===== src/common/pir_params.svh =====
// Function
// Setting the nesting-disable bit (bit 15 of control register 1) stops a pending interrupt from preempting a running handler; traps still preempt.
// Every source has a software-written priority field, and all sources may share one non-zero level.
// After reset every user source priority field holds level 4.
// Software clears a source's pending flag before it sets that source's enable bit.
// A request is forwarded only while its enable bit is 1; a 0 blocks it and leaves the flag alone.
// A flag stays set until software clears it, so a still-set enabled flag requests again after return.
// Return from interrupt restores the stacked low status byte and the previous CPU priority level.
// Trap flags live in control register 1 and stay set until cleared, so an uncleared trap is taken again.
// With the CPU level forced to 7 by ORing 0Eh into the low status byte, all user interrupts are masked.
// Traps sit at levels 8 to 15 and nothing ever masks them; here traps use levels 8 to 11 and a CPU level at or above theirs holds them.
// The timed disable masks levels 1 to 6 for its programmed count while level 7 still interrupts.
// In enable register 1, bit 2 enables the comparator, bit 1 the I2C1 master and bit 0 the I2C1 slave interrupt.
// The highest enabled, flagged source above the CPU level is presented; ties go to the lowest source number.
`ifndef PIR_PARAMS_SVH
`define PIR_PARAMS_SVH

// ----------------------------------------
// Sizes
// ----------------------------------------
`define PIR_NSRC        16
`define PIR_NTRAP       4
`define PIR_STK_DEPTH   8
`define PIR_TIMED_INTERRUPT_DISABLE_INSTR_W      14

// ----------------------------------------
// Register byte offsets
// ----------------------------------------
`define PIR_OFS_CTRL1   8'h00
`define PIR_OFS_FLAG    8'h04
`define PIR_OFS_ENA     8'h08
`define PIR_OFS_PRIO0   8'h0C
`define PIR_OFS_PRIO1   8'h10
`define PIR_OFS_CORE    8'h14
`define PIR_OFS_EVT     8'h18
`define PIR_OFS_MSK     8'h1C

// ----------------------------------------
// Fields and values
// ----------------------------------------
`define PIR_NESTING_DISABLE_BIT  15
`define PIR_TRAP_LSB    1
`define PIR_PRIO_RST    3'h4
`define PIR_IPL_LSB     1
`define PIR_IPL_MAX     3'h7
`define PIR_LVL_TRAP    4'h8
`define PIR_CMP_BIT     2
`define PIR_I2CM_BIT    1
`define PIR_I2CS_BIT    0
`define PIR_EVT_ACK     0
`define PIR_EVT_TRAP    1

`endif


===== src/common/pir_pkg.sv =====
`default_nettype none
`include "pir_params.svh"

package pir_pkg;

  // Core to controller strobes
  typedef struct packed {
    logic                     ack;
    logic                     ret;
    logic                     srl_we;
    logic [7:0]               srl_wdata;
    logic                     timed_interrupt_disable_instr_go;
    logic [`PIR_TIMED_INTERRUPT_DISABLE_INSTR_W-1:0]   timed_interrupt_disable_instr_cnt;
  } pir_core_in_t;

  // Controller to core request
  typedef struct packed {
    logic       req;
    logic       trap;
    logic [4:0] vec;
    logic [3:0] lvl;
  } pir_core_out_t;

  // Whole module state
  typedef struct packed {
    logic                                 dp_act;
    logic                                 dp_wr;
    logic [7:0]                           dp_addr;
    logic [31:0]                          rdata;
    logic                                 nesting_disable;
    logic [`PIR_NTRAP-1:0]                trap_flg;
    logic [`PIR_NSRC-1:0]                 flg;
    logic [`PIR_NSRC-1:0]                 ena;
    logic [`PIR_NSRC-1:0][2:0]            prio;
    logic [7:0]                           status_reg_low;
    logic                                 ipl3;
    logic [`PIR_STK_DEPTH-1:0][8:0]       stk;
    logic [3:0]                           depth;
    logic [`PIR_TIMED_INTERRUPT_DISABLE_INSTR_W-1:0]               timed_interrupt_disable_instr;
    logic [1:0]                           evt;
    logic [1:0]                           msk;
    pir_core_out_t                        co;
  } pir_state_t;

endpackage
`default_nettype wire


===== src/verilog/pir_ctrl.sv =====
// The AHB-Lite slave port and the register addresses are this design's own decisions.
`timescale 1ns/1ps
`default_nettype none
`include "pir_params.svh"

module pir_ctrl (
  // Clock and reset
  input  wire logic                   hclk,
  input  wire logic                   hresetn,
  // AHB-Lite slave
  input  wire logic                   hsel,
  input  wire logic [31:0]            haddr,
  input  wire logic [1:0]             htrans,
  input  wire logic                   hwrite,
  input  wire logic [2:0]             hsize,
  input  wire logic [31:0]            hwdata,
  input  wire logic                   hready,
  output logic                        hreadyout,
  output logic                        hresp,
  output logic [31:0]                 hrdata,
  // Peripheral and trap event pulses
  input  wire logic [`PIR_NSRC-1:0]   src_set,
  input  wire logic [`PIR_NTRAP-1:0]  trap_set,
  // Core side
  input  wire pir_pkg::pir_core_in_t  core_in,
  output pir_pkg::pir_core_out_t      core_out,
  output logic                        irq
);

  pir_pkg::pir_state_t s_r;
  pir_pkg::pir_state_t s_nxt;

  // ----------------------------------------
  // Functions
  // ----------------------------------------

  // Pack eight priority fields into one word
  function automatic logic [31:0] prio_word(input logic [`PIR_NSRC-1:0][2:0] p, input int base);
    logic [31:0] w;
    w = 32'h0000_0000;
    for (int k = 0; k < 8; k++) begin
      w[4*k +: 3] = p[base+k];
    end
    return w;
  endfunction

  // Register read decode
  function automatic logic [31:0] rd(input pir_pkg::pir_state_t s, input logic [7:0] a);
    logic [31:0] w;
    w = 32'h0000_0000;
    case (a)
      `PIR_OFS_CTRL1: begin
        w[`PIR_NESTING_DISABLE_BIT] = s.nesting_disable;
        w[`PIR_TRAP_LSB +: `PIR_NTRAP] = s.trap_flg;
      end
      `PIR_OFS_FLAG:  w[`PIR_NSRC-1:0] = s.flg;
      `PIR_OFS_ENA:   w[`PIR_NSRC-1:0] = s.ena;
      `PIR_OFS_PRIO0: w = prio_word(s.prio, 0);
      `PIR_OFS_PRIO1: w = prio_word(s.prio, 8);
      `PIR_OFS_CORE:  w = {4'h0, s.depth, 1'b0, s.ipl3, s.status_reg_low, s.timed_interrupt_disable_instr};
      `PIR_OFS_EVT:   w[1:0] = s.evt;
      `PIR_OFS_MSK:   w[1:0] = s.msk;
      default:        w = 32'h0000_0000;
    endcase
    return w;
  endfunction

  // Arbitration over the updated state
  function automatic pir_pkg::pir_core_out_t arb(input pir_pkg::pir_state_t s);
    pir_pkg::pir_core_out_t o;
    logic [3:0] cur;
    logic [2:0] lv;
    logic       blk;
    o   = '0;
    cur = {s.ipl3, s.status_reg_low[`PIR_IPL_LSB +: 3]};
    // Traps, highest index first, held off only while the CPU level is at or above their own
    for (int t = 0; t < `PIR_NTRAP; t++) begin
      if (s.trap_flg[t] && (`PIR_LVL_TRAP + 4'(t)) > cur && !(o.req && o.lvl > `PIR_LVL_TRAP + 4'(t))) begin
        o.req  = 1'b1;
        o.trap = 1'b1;
        o.vec  = 5'(t);
        o.lvl  = `PIR_LVL_TRAP + 4'(t);
      end
    end
    // Nesting disable holds off user sources inside a handler
    blk = s.nesting_disable && (s.depth != 4'h0);
    if (!o.req && !blk) begin
      for (int i = `PIR_NSRC-1; i >= 0; i--) begin
        lv = s.prio[i];
        if (s.flg[i] && s.ena[i] && lv != 3'h0
            && {1'b0, lv} > cur
            && !(s.timed_interrupt_disable_instr != '0 && lv != `PIR_IPL_MAX)
            && !(o.req && o.lvl[2:0] > lv)) begin
          o.req = 1'b1;
          o.vec = 5'(i);
          o.lvl = {1'b0, lv};
        end
      end
    end
    return o;
  endfunction

  // ----------------------------------------
  // Next state
  // ----------------------------------------

  // Bus, flags, core strobes and arbitration
  always_comb begin
    s_nxt = s_r;
    // Address phase capture, read data prepared for the data phase
    s_nxt.dp_act = hsel && hready && htrans[1];
    s_nxt.dp_wr  = hwrite;
    s_nxt.dp_addr = haddr[7:0];
    s_nxt.rdata  = rd(s_r, haddr[7:0]);
    // Data phase writes
    if (s_r.dp_act && s_r.dp_wr) begin
      case (s_r.dp_addr)
        `PIR_OFS_CTRL1: begin
          s_nxt.nesting_disable   = hwdata[`PIR_NESTING_DISABLE_BIT];
          s_nxt.trap_flg = s_r.trap_flg & ~hwdata[`PIR_TRAP_LSB +: `PIR_NTRAP];
        end
        `PIR_OFS_FLAG:  s_nxt.flg = s_r.flg & ~hwdata[`PIR_NSRC-1:0];
        `PIR_OFS_ENA:   s_nxt.ena = hwdata[`PIR_NSRC-1:0];
        `PIR_OFS_PRIO0: for (int k = 0; k < 8; k++) s_nxt.prio[k] = hwdata[4*k +: 3];
        `PIR_OFS_PRIO1: for (int k = 0; k < 8; k++) s_nxt.prio[8+k] = hwdata[4*k +: 3];
        `PIR_OFS_EVT:   s_nxt.evt = s_r.evt & ~hwdata[1:0];
        `PIR_OFS_MSK:   s_nxt.msk = hwdata[1:0];
        default: ;
      endcase
    end
    // Hardware sets win over clears
    s_nxt.flg      = s_nxt.flg | src_set;
    s_nxt.trap_flg = s_nxt.trap_flg | trap_set;
    if (|trap_set) s_nxt.evt[`PIR_EVT_TRAP] = 1'b1;
    // Software write of the low status byte
    if (core_in.srl_we) s_nxt.status_reg_low = core_in.srl_wdata;
    // Timed disable countdown
    if (core_in.timed_interrupt_disable_instr_go) s_nxt.timed_interrupt_disable_instr = core_in.timed_interrupt_disable_instr_cnt;
    else if (s_r.timed_interrupt_disable_instr != '0) s_nxt.timed_interrupt_disable_instr = s_r.timed_interrupt_disable_instr - 1'b1;
    // Accept: stack old level, raise to request level
    if (s_r.co.req && core_in.ack && s_r.depth != 4'(`PIR_STK_DEPTH)) begin
      s_nxt.stk[s_r.depth[2:0]] = {s_nxt.ipl3, s_nxt.status_reg_low};
      s_nxt.depth = s_r.depth + 4'h1;
      s_nxt.ipl3  = s_r.co.lvl[3];
      s_nxt.status_reg_low[`PIR_IPL_LSB +: 3] = s_r.co.lvl[2:0];
      s_nxt.evt[`PIR_EVT_ACK] = 1'b1;
    end else if (core_in.ret && s_r.depth != 4'h0) begin
      // Return: restore status byte and prior level
      {s_nxt.ipl3, s_nxt.status_reg_low} = s_r.stk[s_r.depth[2:0] - 3'h1];
      s_nxt.depth = s_r.depth - 4'h1;
    end
    s_nxt.co = arb(s_nxt);
  end

  // ----------------------------------------
  // State register
  // ----------------------------------------

  // Reset values, priorities at level 4
  always_ff @(posedge hclk or negedge hresetn) begin
    if (!hresetn) begin
      s_r <= '0;
      for (int i = 0; i < `PIR_NSRC; i++) s_r.prio[i] <= `PIR_PRIO_RST;
    end else begin
      s_r <= s_nxt;
    end
  end

  // Outputs
  assign hreadyout = 1'b1;
  assign hresp     = 1'b0;
  assign hrdata    = s_r.rdata;
  assign core_out  = s_r.co;
  assign irq       = |(s_r.evt & s_r.msk);

endmodule
`default_nettype wire

===== config.mk =====
export PLATFORM = sky130hd
export DESIGN_NAME = pir_ctrl
export DESIGN_NICKNAME = d
export VERILOG_FILES = /design/src/common/pir_pkg.sv /design/src/verilog/pir_ctrl.sv
export VERILOG_INCLUDE_DIRS = /design/src /design/src/common
export SDC_FILE = /design/constraint.sdc
export NUM_CORES = 1
export LEC_CHECK = 0
export BUFFER_PORTS_ARGS = -buffer_cell sky130_fd_sc_hd__buf_2
export CAP_MARGIN = 15
export CORE_UTILIZATION = 58
export CTS_BUF_LIST = sky130_fd_sc_hd__clkbuf_16
export DETAILED_ROUTE_END_ITERATION = 10
export PLACE_DENSITY = 0.89
export SLEW_MARGIN = 40
export SYNTH_ARGS = -nofsm -noshare
export SYNTH_HDL_FRONTEND = slang
export SYNTH_SLANG_ARGS = --single-unit

===== constraint.sdc =====
create_clock -name hclk -period 70.3 [get_ports hclk]
set_input_delay 3.515 -clock hclk [delete_from_list [all_inputs] [get_ports hclk]]
set_output_delay 3.515 -clock hclk [all_outputs]
set_load 0.01 [all_outputs]

==> flow_summary.json, run 1 <==
{
  "outcome": "complete, no violations",
  "power.density_nw_per_um2": 41.5,
  "min_period_ns": 29.99,
  "crit_type": "input pin to flop",
  "p_sw_share_pct": 42.3,
  "area_growth_syn_to_layout_pct": 10.4,
  "reg2reg_depth": 129,
  "drc": 0,
  "worst_pin_slew_ns": 0.897,
  "dieArea_um2": 27200,
  "cts_tree": "done",
  "cp_max_fo": 13,
  "gr-total-overflow": 0,
  "pwr-share-seq_pct": 27.2,
  "avgRoutedWirePerCell_um": 23.2,
  "synth.ff_latch_count": 238,
  "cts_buffer_depth": 3,
  "maxCapViolCount": 0,
  "fp-row-count": 59,
  "design_area_um2": 17000,
  "slew_headroom_pct": 39.9,
  "clk_latency_ns": 0.56,
  "synth_area_um2": 15400,
  "via_per_inst": 6.77,
  "cp_num_cells": 127,
  "drt_iter0_drc": 1517,
  "leakage_nw": 7.80,
  "crit_path_top_delay_cell": "nand2_1",
  "post-cts-setup-buffers": 0,
  "yosys.area.top_type": "dfrtp_1",
  "cts_resized": 0,
  "cp-startpoint": "core_in[25]",
  "cts-root-buf": "clkbuf_16",
  "multi_input_area_um2": 8420,
  "drive_gt1_share_pct": 20.2,
  "crit_top_cell": "ha_1",
  "synth-async-reset-ratio_pct": 100,
  "clock_sinks": 238,
  "rsz0062_at_grt": "no",
  "arrival_ns": 30.41,
  "groute.usage.overall_pct": 34.8,
  "crit_buf_inv": 8,
  "final_cells": 2052,
  "cp-end-kind": "flop",
  "hold_viol": 0,
  "yosys_warnings": 0,
  "cp-endpoint": "core_out[7]",
  "dp_hpwl_um": 33400,
  "ios": 166,
  "synth-seq-area-share_pct": 38.8,
  "rr_endpoint": "core_out[7]",
  "switchingPower_mw": 0.298,
  "synth_cell_types": 103,
  "drv_slew": 0,
  "port_buffers": 128,
  "clockPowerShare_pct": 21.5,
  "avgSynthCellArea_um2": 9.46,
  "first_global_vias": 13500,
  "internal_power_mw": 0.407,
  "setup_tns_ns": 0,
  "grt_max_degree": 89,
  "cts_hold_buf": 0,
  "fin_total_pwr_mw": 0.705,
  "seq_area_um2": 5980,
  "place_congestion": 0.954,
  "finalCritPeriodShare_pct": 42.7,
  "ys_top_cells_by_area": "dfrtp_1, ha_1, nand2_1",
  "vias": 13900,
  "peakVddDrop_v": 0.0000362,
  "first_pass_iters": 6,
  "final_util_pct": 65.2,
  "rrSetupSlack_ns": 41.93,
  "postRouteWirelength_um": 47700,
  "initial_utilization_pct": 59.1,
  "required_ns": 70.72,
  "cts_buffers": 26,
  "clock.fmax_ghz": 0.0333,
  "slowest_delay_ns": 0.58,
  "worst_setup_path_start_kind": "input pin",
  "placed_cells_incl_taps": 2003,
  "synth_top_flop_cell": "dfrtp_1",
  "dpl_cell_area_um2": 16000,
  "die_x_um": 165,
  "grt_pass1_wl_um": 72900,
  "fin_skew_ns": 0.0178,
  "ant_nets": 0,
  "synth_edf_count": 0,
  "cts.reportedPaths.clkPinSlew_ns": 0.07,
  "antenna_found_initial": 2,
  "min_path_type": "flop to flop",
  "fillers": 1926,
  "nets": 1915,
  "cts_htree_levels": 1,
  "setup_viol": 0,
  "coreArea_um2": 26100,
  "netlist_instances": 1627,
  "r2r-start": "s_r[29]",
  "power_frac_comb_pct": 51.4,
  "die_h_um": 165,
  "worst_path_dominant_cell_family": "compound AO/OA/AOI/OAI gates",
  "synth_top_area_share_pct": 36.1
}
[worst min-delay path by stage]
stage / from / to / slack, ns / cells after the start
2_1_floorplan: s_r[166] / hrdata[4] / 0.44 / 2
3_3_place_gp: s_r[189] / hrdata[11] / 0.46 / 2
3_5_place_dp: s_r[185] / hrdata[7] / 0.47 / 2
4_1_cts: s_r[185] / hrdata[7] / 0.48 / 2
5_1_grt: s_r[72] / s_r[72] / 0.51 / 2
6_report: s_r[185] / hrdata[7] / 0.48 / 2
[kinds of logic (layout without fill, tap and decap cells)]
kind of cell             Yosys count  in the layout  share of synthesized area [%]
other                              2              6                         0.0488
buffers and inverters            221            307                           6.79
adder cells (fa/ha/maj)           99             99                           8.05
multiplexers                     110            110                           9.14
flip-flops                       238            238                           38.8
XOR/XNOR                           5              5                          0.285
AND/OR/NAND/NOR                  506            506                           16.4
AO/OA/AOI/OAI                    446            446                           20.5
[cell usage after synthesis (all sizes together), types with 7 or more instances]
library cell	number
dfrtp	222
nand2	180
a21oi	130
inv	108
nor2	103
ha	99
o21ai	81
buf	66
mux2	53
clkbuf	47
nand3	42
mux2i	39
nor3	35
a21o	31
a22o	28
nor2b	28
a31oi	24
a211oi	18
mux4	18
o21a	18
nand4	17
dfstp	16
nor4	14
nand2b	13
o211ai	13
o22ai	12
and3	11
and2	10
or2	9
or3	9
a221o	8
a32oi	7
or4	7
[worst register-to-register path: cells and delay by family (launching register included)]
family	cells	cell delay [ns]
AND/OR/NAND/NOR	30	5.41
multiplexers	6	2.15
AO/OA/AOI/OAI	67	13.58
adder cells (fa/ha/maj)	17	4.98
buffers and inverters	9	1.78
flip-flops	1	0.32
[power groups by stage]
stage | logic, mW | clock network [mW] | registers, mW
detailed placement | 0.344 | 0 | 0.190
floorplan | 0.261 | 0 | 0.180
global placement | 0.327 | 0 | 0.187
finish | 0.362 | 0.151 | 0.192
CTS | 0.350 | 0.151 | 0.189
global route | 0.398 | 0.157 | 0.194
[layer usage]
layer	GRT usage [%]	vias to the layer above	routed length [um]
met2	56.4	934	22200
met4	16.2	4	2330
met3	7.13	207	5230
li1	-	6003	-
met1	44.4	6742	17900
met5	0	-	26
[cell usage in the layout (no fill, tap or decap), types with 22 or more instances in the layout]
cell and count:
nor2b_1 27, inv_1 109, nand2_1 180, a22o_1 27, mux2i_1 35, ha_1 98
a21oi_1 125, o21ai_0 70, nand3_1 42, a21o_1 31, mux2_2 49, nor2_1 99
clkbuf_16 26, dfrtp_1 222, nor3_1 34, a31oi_1 22, buf_2 127
[metrics by stage]
stage	setup WS (ns)	hold WS, ns
after CTS	41.26	0.480
after global routing	38.54	0.514
after global placement	41.33	0.456
after floorplan	44.92	0.444
final	40.31	0.478
after detailed placement	40.82	0.466
[sequential cells by signal, summed over array words and instances, names as in the netlist]
signal and count:
s_r 198, hrdata 30, core_out 10
[final cells by class]
type | count | share of cell area (%)
diodes | 1 | 0.0147
clock buffers | 26 | 3.83
clock inverters | 22 | 1.69
inverters | 108 | 2.39
multi-input cells | 1171 | 49.6
flip-flops and latches | 238 | 35.2
well taps | 335 | 2.47
repair buffers | 151 | 4.89
No activity file was read; power rests on OpenSTA's default activity.
==> run 2, diff against run 1 <==
Settings changed: ABC_AREA from default to 1.
Clock period 70.3 ns to 28 ns, I/O delays scaled along.
==> flow_summary.json, run 2 <==
{
  "violations": "design-rule violations",
  "port_buffers": 128,
  "clock.fmax_ghz": 0.0428,
  "synth_edf_count": 0,
  "layout_commonest_cell": "nand2_1",
  "rsz0062_at_grt": "no",
  "cts_resized": 0,
  "drc": 2,
  "synth_cell_types": 56,
  "yosys.area.top_type": "dfrtp_1",
  "cts_tree": "done",
  "via_per_inst": 6.03,
  "yosysMostFrequentCell": "nand2_1",
  "cts_buffer_depth": 3,
  "synth-xor-area-share_pct": 0.348,
  "antenna_found_initial": 0,
  "die_h_um": 161,
  "outcome": "complete, but fails checks",
  "nets": 2230,
  "muxShareOfSynthArea_pct": 0,
  "cts_buffers": 26,
  "vias": 14200,
  "ant_nets": 0,
  "rrSetupSlack_ns": 4.64,
  "diodes": 0,
  "reg2reg_depth": 154,
  "avgSynthCellArea_um2": 7.63,
  "synth_top_flop_cell": "dfrtp_1",
  "r2r-start": "s_r[29]",
  "avgRoutedWirePerCell_um": 19.2,
  "crit_top_cell": "nand2_1",
  "hold_viol": 0,
  "dieArea_um2": 26100,
  "cp_max_fo": 40,
  "coreArea_um2": 25000,
  "crit_type": "flop to flop",
  "first_global_vias": 13700,
  "largest_reg_flops": 198,
  "yosys_warnings": 0,
  "worst_setup_path_start_kind": "flop",
  "dpl_cell_area_um2": 15400,
  "leakage_nw": 8.70,
  "fin_skew_ns": 0.0123,
  "grt_pass1_wl_um": 71500,
  "cts_htree_levels": 1,
  "groute.usage.overall_pct": 35.0,
  "cts-root-buf": "clkbuf_16",
  "regMostFlops": "s_r",
  "setup_viol": 0,
  "synth-compound-area-share_pct": 15.3,
  "arrival_ns": 23.81,
  "cts.reportedPaths.clkPinSlew_ns": 0.06,
  "yosys.area_share.simple_pct": 24.5,
  "clk_latency_ns": 0.54,
  "cp-endpoint": "core_out[6]",
  "ios": 166,
  "cp-end-kind": "flop",
  "crit_path_top_delay_cell": "ha_1",
  "slew_headroom_pct": 38.1,
  "synth_top_area_share_pct": 37.7,
  "synth.ff_latch_count": 238,
  "initial_utilization_pct": 58.9,
  "cp_num_cells": 154,
  "maxCapViolCount": 0,
  "grt_max_degree": 84,
  "required_ns": 28.45,
  "synth-async-reset-ratio_pct": 100,
  "drive_gt1_share_pct": 11.6,
  "rr_endpoint": "core_out[6]",
  "final_cell_mix": "nand2_1, inv_1, dfrtp_1, o21ai_0, nand3_1",
  "min_period_ns": 23.36,
  "dp_hpwl_um": 33400,
  "fp-row-count": 58,
  "postRouteWirelength_um": 45400,
  "power.density_nw_per_um2": 89.3,
  "worst_path_dominant_cell_family": "simple AND/OR/NAND/NOR gates",
  "cp-startpoint": "s_r[29]",
  "setup_tns_ns": 0,
  "peakVddDrop_v": 0.0000681,
  "place_congestion": 0.961,
  "drv_slew": 0,
  "area_growth_syn_to_layout_pct": 9.70,
  "ys_top_cells_by_area": "dfrtp_1, nand2_1, ha_1",
  "synthTopCellsByCount": "nand2_1, inv_1, dfrtp_1, o21ai_0, nand3_1",
  "worst_pin_slew_ns": 0.919,
  "min_path_type": "flop to flop",
  "first_pass_iters": 11,
  "slowest_delay_ns": 0.74,
  "cts_hold_buf": 0,
  "whs_ns": 0.479,
  "finalCritPeriodShare_pct": 83.4,
  "drt_iter0_drc": 1751,
  "synth_area_um2": 14800,
  "fin_total_pwr_mw": 1.44,
  "synth_fa_ha_area_share_pct": 8.40,
  "design_area_um2": 16200,
  "die_x_um": 161,
  "synth_top_family_by_area": "simple AND/OR/NAND/NOR gates",
  "synth-seq-area-share_pct": 40.5,
  "crit_buf_inv": 18,
  "gr-total-overflow": 0,
  "clock_sinks": 238,
  "netlist_instances": 1934,
  "post-cts-setup-buffers": 0
}
[run 2: cell types whose count changed in the layout (fill, tap and decap cells not counted), sizes merged, moves of 15 or more]
cell	change
a21o	-31
a21oi	-76
a22o	-25
inv	+168
mux2	-53
mux2i	-39
mux4	-18
nand2	+305
nand3	+101
nor2b	-28
nor3	-16
o21a	-15
o21ai	+118
o221ai	+17
[run 2: kinds of logic after synthesis]
| group | after synthesis |
|---|---|
| AOI/OAI and AO/OA | 384 |
| adders and majority gates | 99 |
| and+or+nand+nor | 831 |
| other | 2 |
| xor gates and xnor gates | 5 |
| buffers and inverters | 375 |
| DFF | 238 |
[run 2: how the worst min path moves through the flow]
stage / from / endpoint / slack (ns) / cells after the start
global placement: s_r[98] / s_r[98] / 0.45 / 2
CTS: s_r[98] / s_r[98] / 0.48 / 2
finish: s_r[98] / s_r[98] / 0.48 / 2
global route: s_r[64] / s_r[64] / 0.51 / 2
floorplan: s_r[98] / s_r[98] / 0.44 / 2
detailed placement: s_r[98] / s_r[98] / 0.46 / 2
[run 2: tightest hold or removal path: stages (launching register included)]
cell     delay, ns
dfrtp_1       0.34
nand2_1       0.06
nand2_1       0.05
[run 2: metrics by stage]
step           worst slack (ns)  utilization, %  instances
6_report                   4.64            64.6       2361
5_1_grt                    2.36            64.6       2361
4_1_cts                    5.00            64.6       2361
3_3_place_gp               5.95            61.4       2313
2_1_floorplan              8.78               -       1937
3_5_place_dp               5.25            61.4       2313
[run 2: metal layers]
metal  wire, um  vias to the layer above  GRT usage, %
met4       2580                        0          18.5
met1      17300                     6625          44.2
met5          0                        -             0
met2      20600                      894          55.8
li1           -                     6513             -
met3       4960                      204          8.24
[run 2: area by class of cell]
class	count	area (um^2)
multi-input cells	1324	7190
clock inverters	21	130
fillers	2062	8850
flip-flops and latches	238	5980
repair buffers	139	741
clock buffers	27	676
inverters	282	1060
well taps	330	413
[run 2: where the power goes]
part	internal, mW	switching, mW
Combinational	0.230	0.439
Sequential	0.412	0.0365
Clock	0.184	0.143
Total	0.826	0.619
==> run 3, diff against run 2 <==
Clock period 28 ns to 21.5 ns, I/O delays scaled along.
==> flow_summary.json, run 3 (synthesized netlist as in run 2, its figures left out) <==
{
  "outcome": "complete, but fails checks",
  "violations": "design-rule violations",
  "port_buffers": 128,
  "dpl_cell_area_um2": 15500,
  "nets": 2269,
  "reg2reg_depth": 148,
  "clock_sinks": 238,
  "grt_busiest_layer": "met2",
  "regMostFlops": "s_r",
  "dp_slack_ns": 0.157,
  "arrival_ns": 20.49,
  "required_ns": 21.94,
  "met3_usage_pct": 6.11,
  "gr-total-overflow": 0,
  "dieArea_um2": 26100,
  "drc": 2,
  "area_growth_syn_to_layout_pct": 13.5,
  "crit_type": "flop to flop",
  "avgRoutedWirePerCell_um": 19.5,
  "final.setup.worst_slack_ns": 1.46,
  "layout_commonest_cell": "nand2_1",
  "min_period_ns": 20.04,
  "worst_pin_slew_ns": 0.936,
  "postRouteWirelength_um": 46900,
  "place_congestion": 0.997,
  "initial_utilization_pct": 58.9,
  "design_area_um2": 16700,
  "fp-row-count": 58,
  "groute.usage.overall_pct": 35.1,
  "fin_skew_ns": 0.0114,
  "leakage_nw": 8.95,
  "met2_usage_pct": 56.7,
  "cts_buffer_depth": 3,
  "ant_nets": 0,
  "maxCapViolCount": 0,
  "grt_pass1_wl_um": 71600,
  "fin_total_pwr_mw": 1.98,
  "diodes": 0,
  "worst_setup_path_start_kind": "flop",
  "vias": 14700,
  "worst_path_dominant_cell_family": "simple AND/OR/NAND/NOR gates",
  "cp_num_cells": 148,
  "setup_viol": 0,
  "peakVddDrop_v": 0.0000744,
  "hold_viol": 0,
  "dp_hpwl_um": 33700,
  "cts-root-buf": "clkbuf_16",
  "first_global_vias": 13800,
  "clock.fmax_ghz": 0.0499,
  "cts_tree": "done",
  "grt_max_degree": 111,
  "crit_buf_inv": 13,
  "power.density_nw_per_um2": 119,
  "first_pass_iters": 9,
  "cp_max_fo": 10,
  "global_route.usage.met1_pct": 45.0,
  "slowest_delay_ns": 0.43,
  "cts_htree_levels": 1,
  "crit_top_cell": "nand2_1",
  "via_per_inst": 6.13,
  "antenna_found_initial": 0,
  "slew_headroom_pct": 37.0,
  "clk_latency_ns": 0.53,
  "ios": 166,
  "die_x_um": 161,
  "cp-end-kind": "flop",
  "die_h_um": 161,
  "drv_slew": 0,
  "largest_reg_flops": 198,
  "crit_path_top_delay_cell": "dfrtp_2",
  "whs_ns": 0.426,
  "final_cell_mix": "nand2_1, inv_1, dfrtp_1, o21ai_0, nand3_1",
  "cts_buffers": 25,
  "drt_iter0_drc": 1817,
  "min_path_type": "input pin to asynchronous set/reset pin",
  "coreArea_um2": 25000,
  "finalCritPeriodShare_pct": 93.2,
  "cts.reportedPaths.clkPinSlew_ns": 0.07,
  "drive_gt1_share_pct": 15.9
}
## run 3: report_power, final
group / internal (mW) / switching, mW / total [mW]
Clock: 0.249 / 0.186 / 0.435
Combinational: 0.344 / 0.619 / 0.963
Sequential: 0.537 / 0.0502 / 0.587
## run 3: final cells by class
class	instances	area [um^2]
fillers	1992	8300
multi-input cells	1324	7410
flip-flops and latches	238	5980
inverters	282	1070
repair buffers	179	1060
clock buffers	25	626
well taps	330	413
clock inverters	20	185
## run 3: worst paths after layout
kind                          from     endpoint  slack, ns
hold reg to reg            s_r[83]      s_r[83]       0.49
max in group asynchronous  hresetn     s_r[183]      19.71
min in group hclk          s_r[83]      s_r[83]       0.49
hold / removal             hresetn      s_r[74]       0.43
setup reg to reg           s_r[30]  core_out[6]       1.46
setup / recovery           s_r[30]  core_out[6]       1.46
## run 3: timing repair
action | CTS | global route
endpoints found under the setup margin | 0 | 7
gates resized for setup | 0 | 72
setup buffers | 0 | 20
hold buffers | 0 | 0
## run 3: worst register-to-register path: cells and delay by family (launching register included)
family,cells,cell delay (ns)
adder cells (fa/ha/maj),17,4.72
AO/OA/AOI/OAI,34,3.89
AND/OR/NAND/NOR,84,9.48
buffers and inverters,13,1.48
flip-flops,1,0.43
## run 3: stage by stage
| stage | util (%) | setup TNS [ns] | std cells |
|---|---|---|---|
| 2_1_floorplan | - | 0 | 1937 |
| 4_1_cts | 65.2 | 0 | 2377 |
| 5_1_grt | 66.9 | -0.859 | 2398 |
| 3_3_place_gp | 61.9 | 0 | 2332 |
| 3_5_place_dp | 62.0 | 0 | 2332 |
| 6_report | 66.9 | 0 | 2398 |
## run 3: layer usage
metal / up-vias / share of wire, %
met3: 252 / 11
li1: 6607 / -
met1: 6792 / 37
met2: 1053 / 46
met4: 0 / 6.3
met5: - / 0
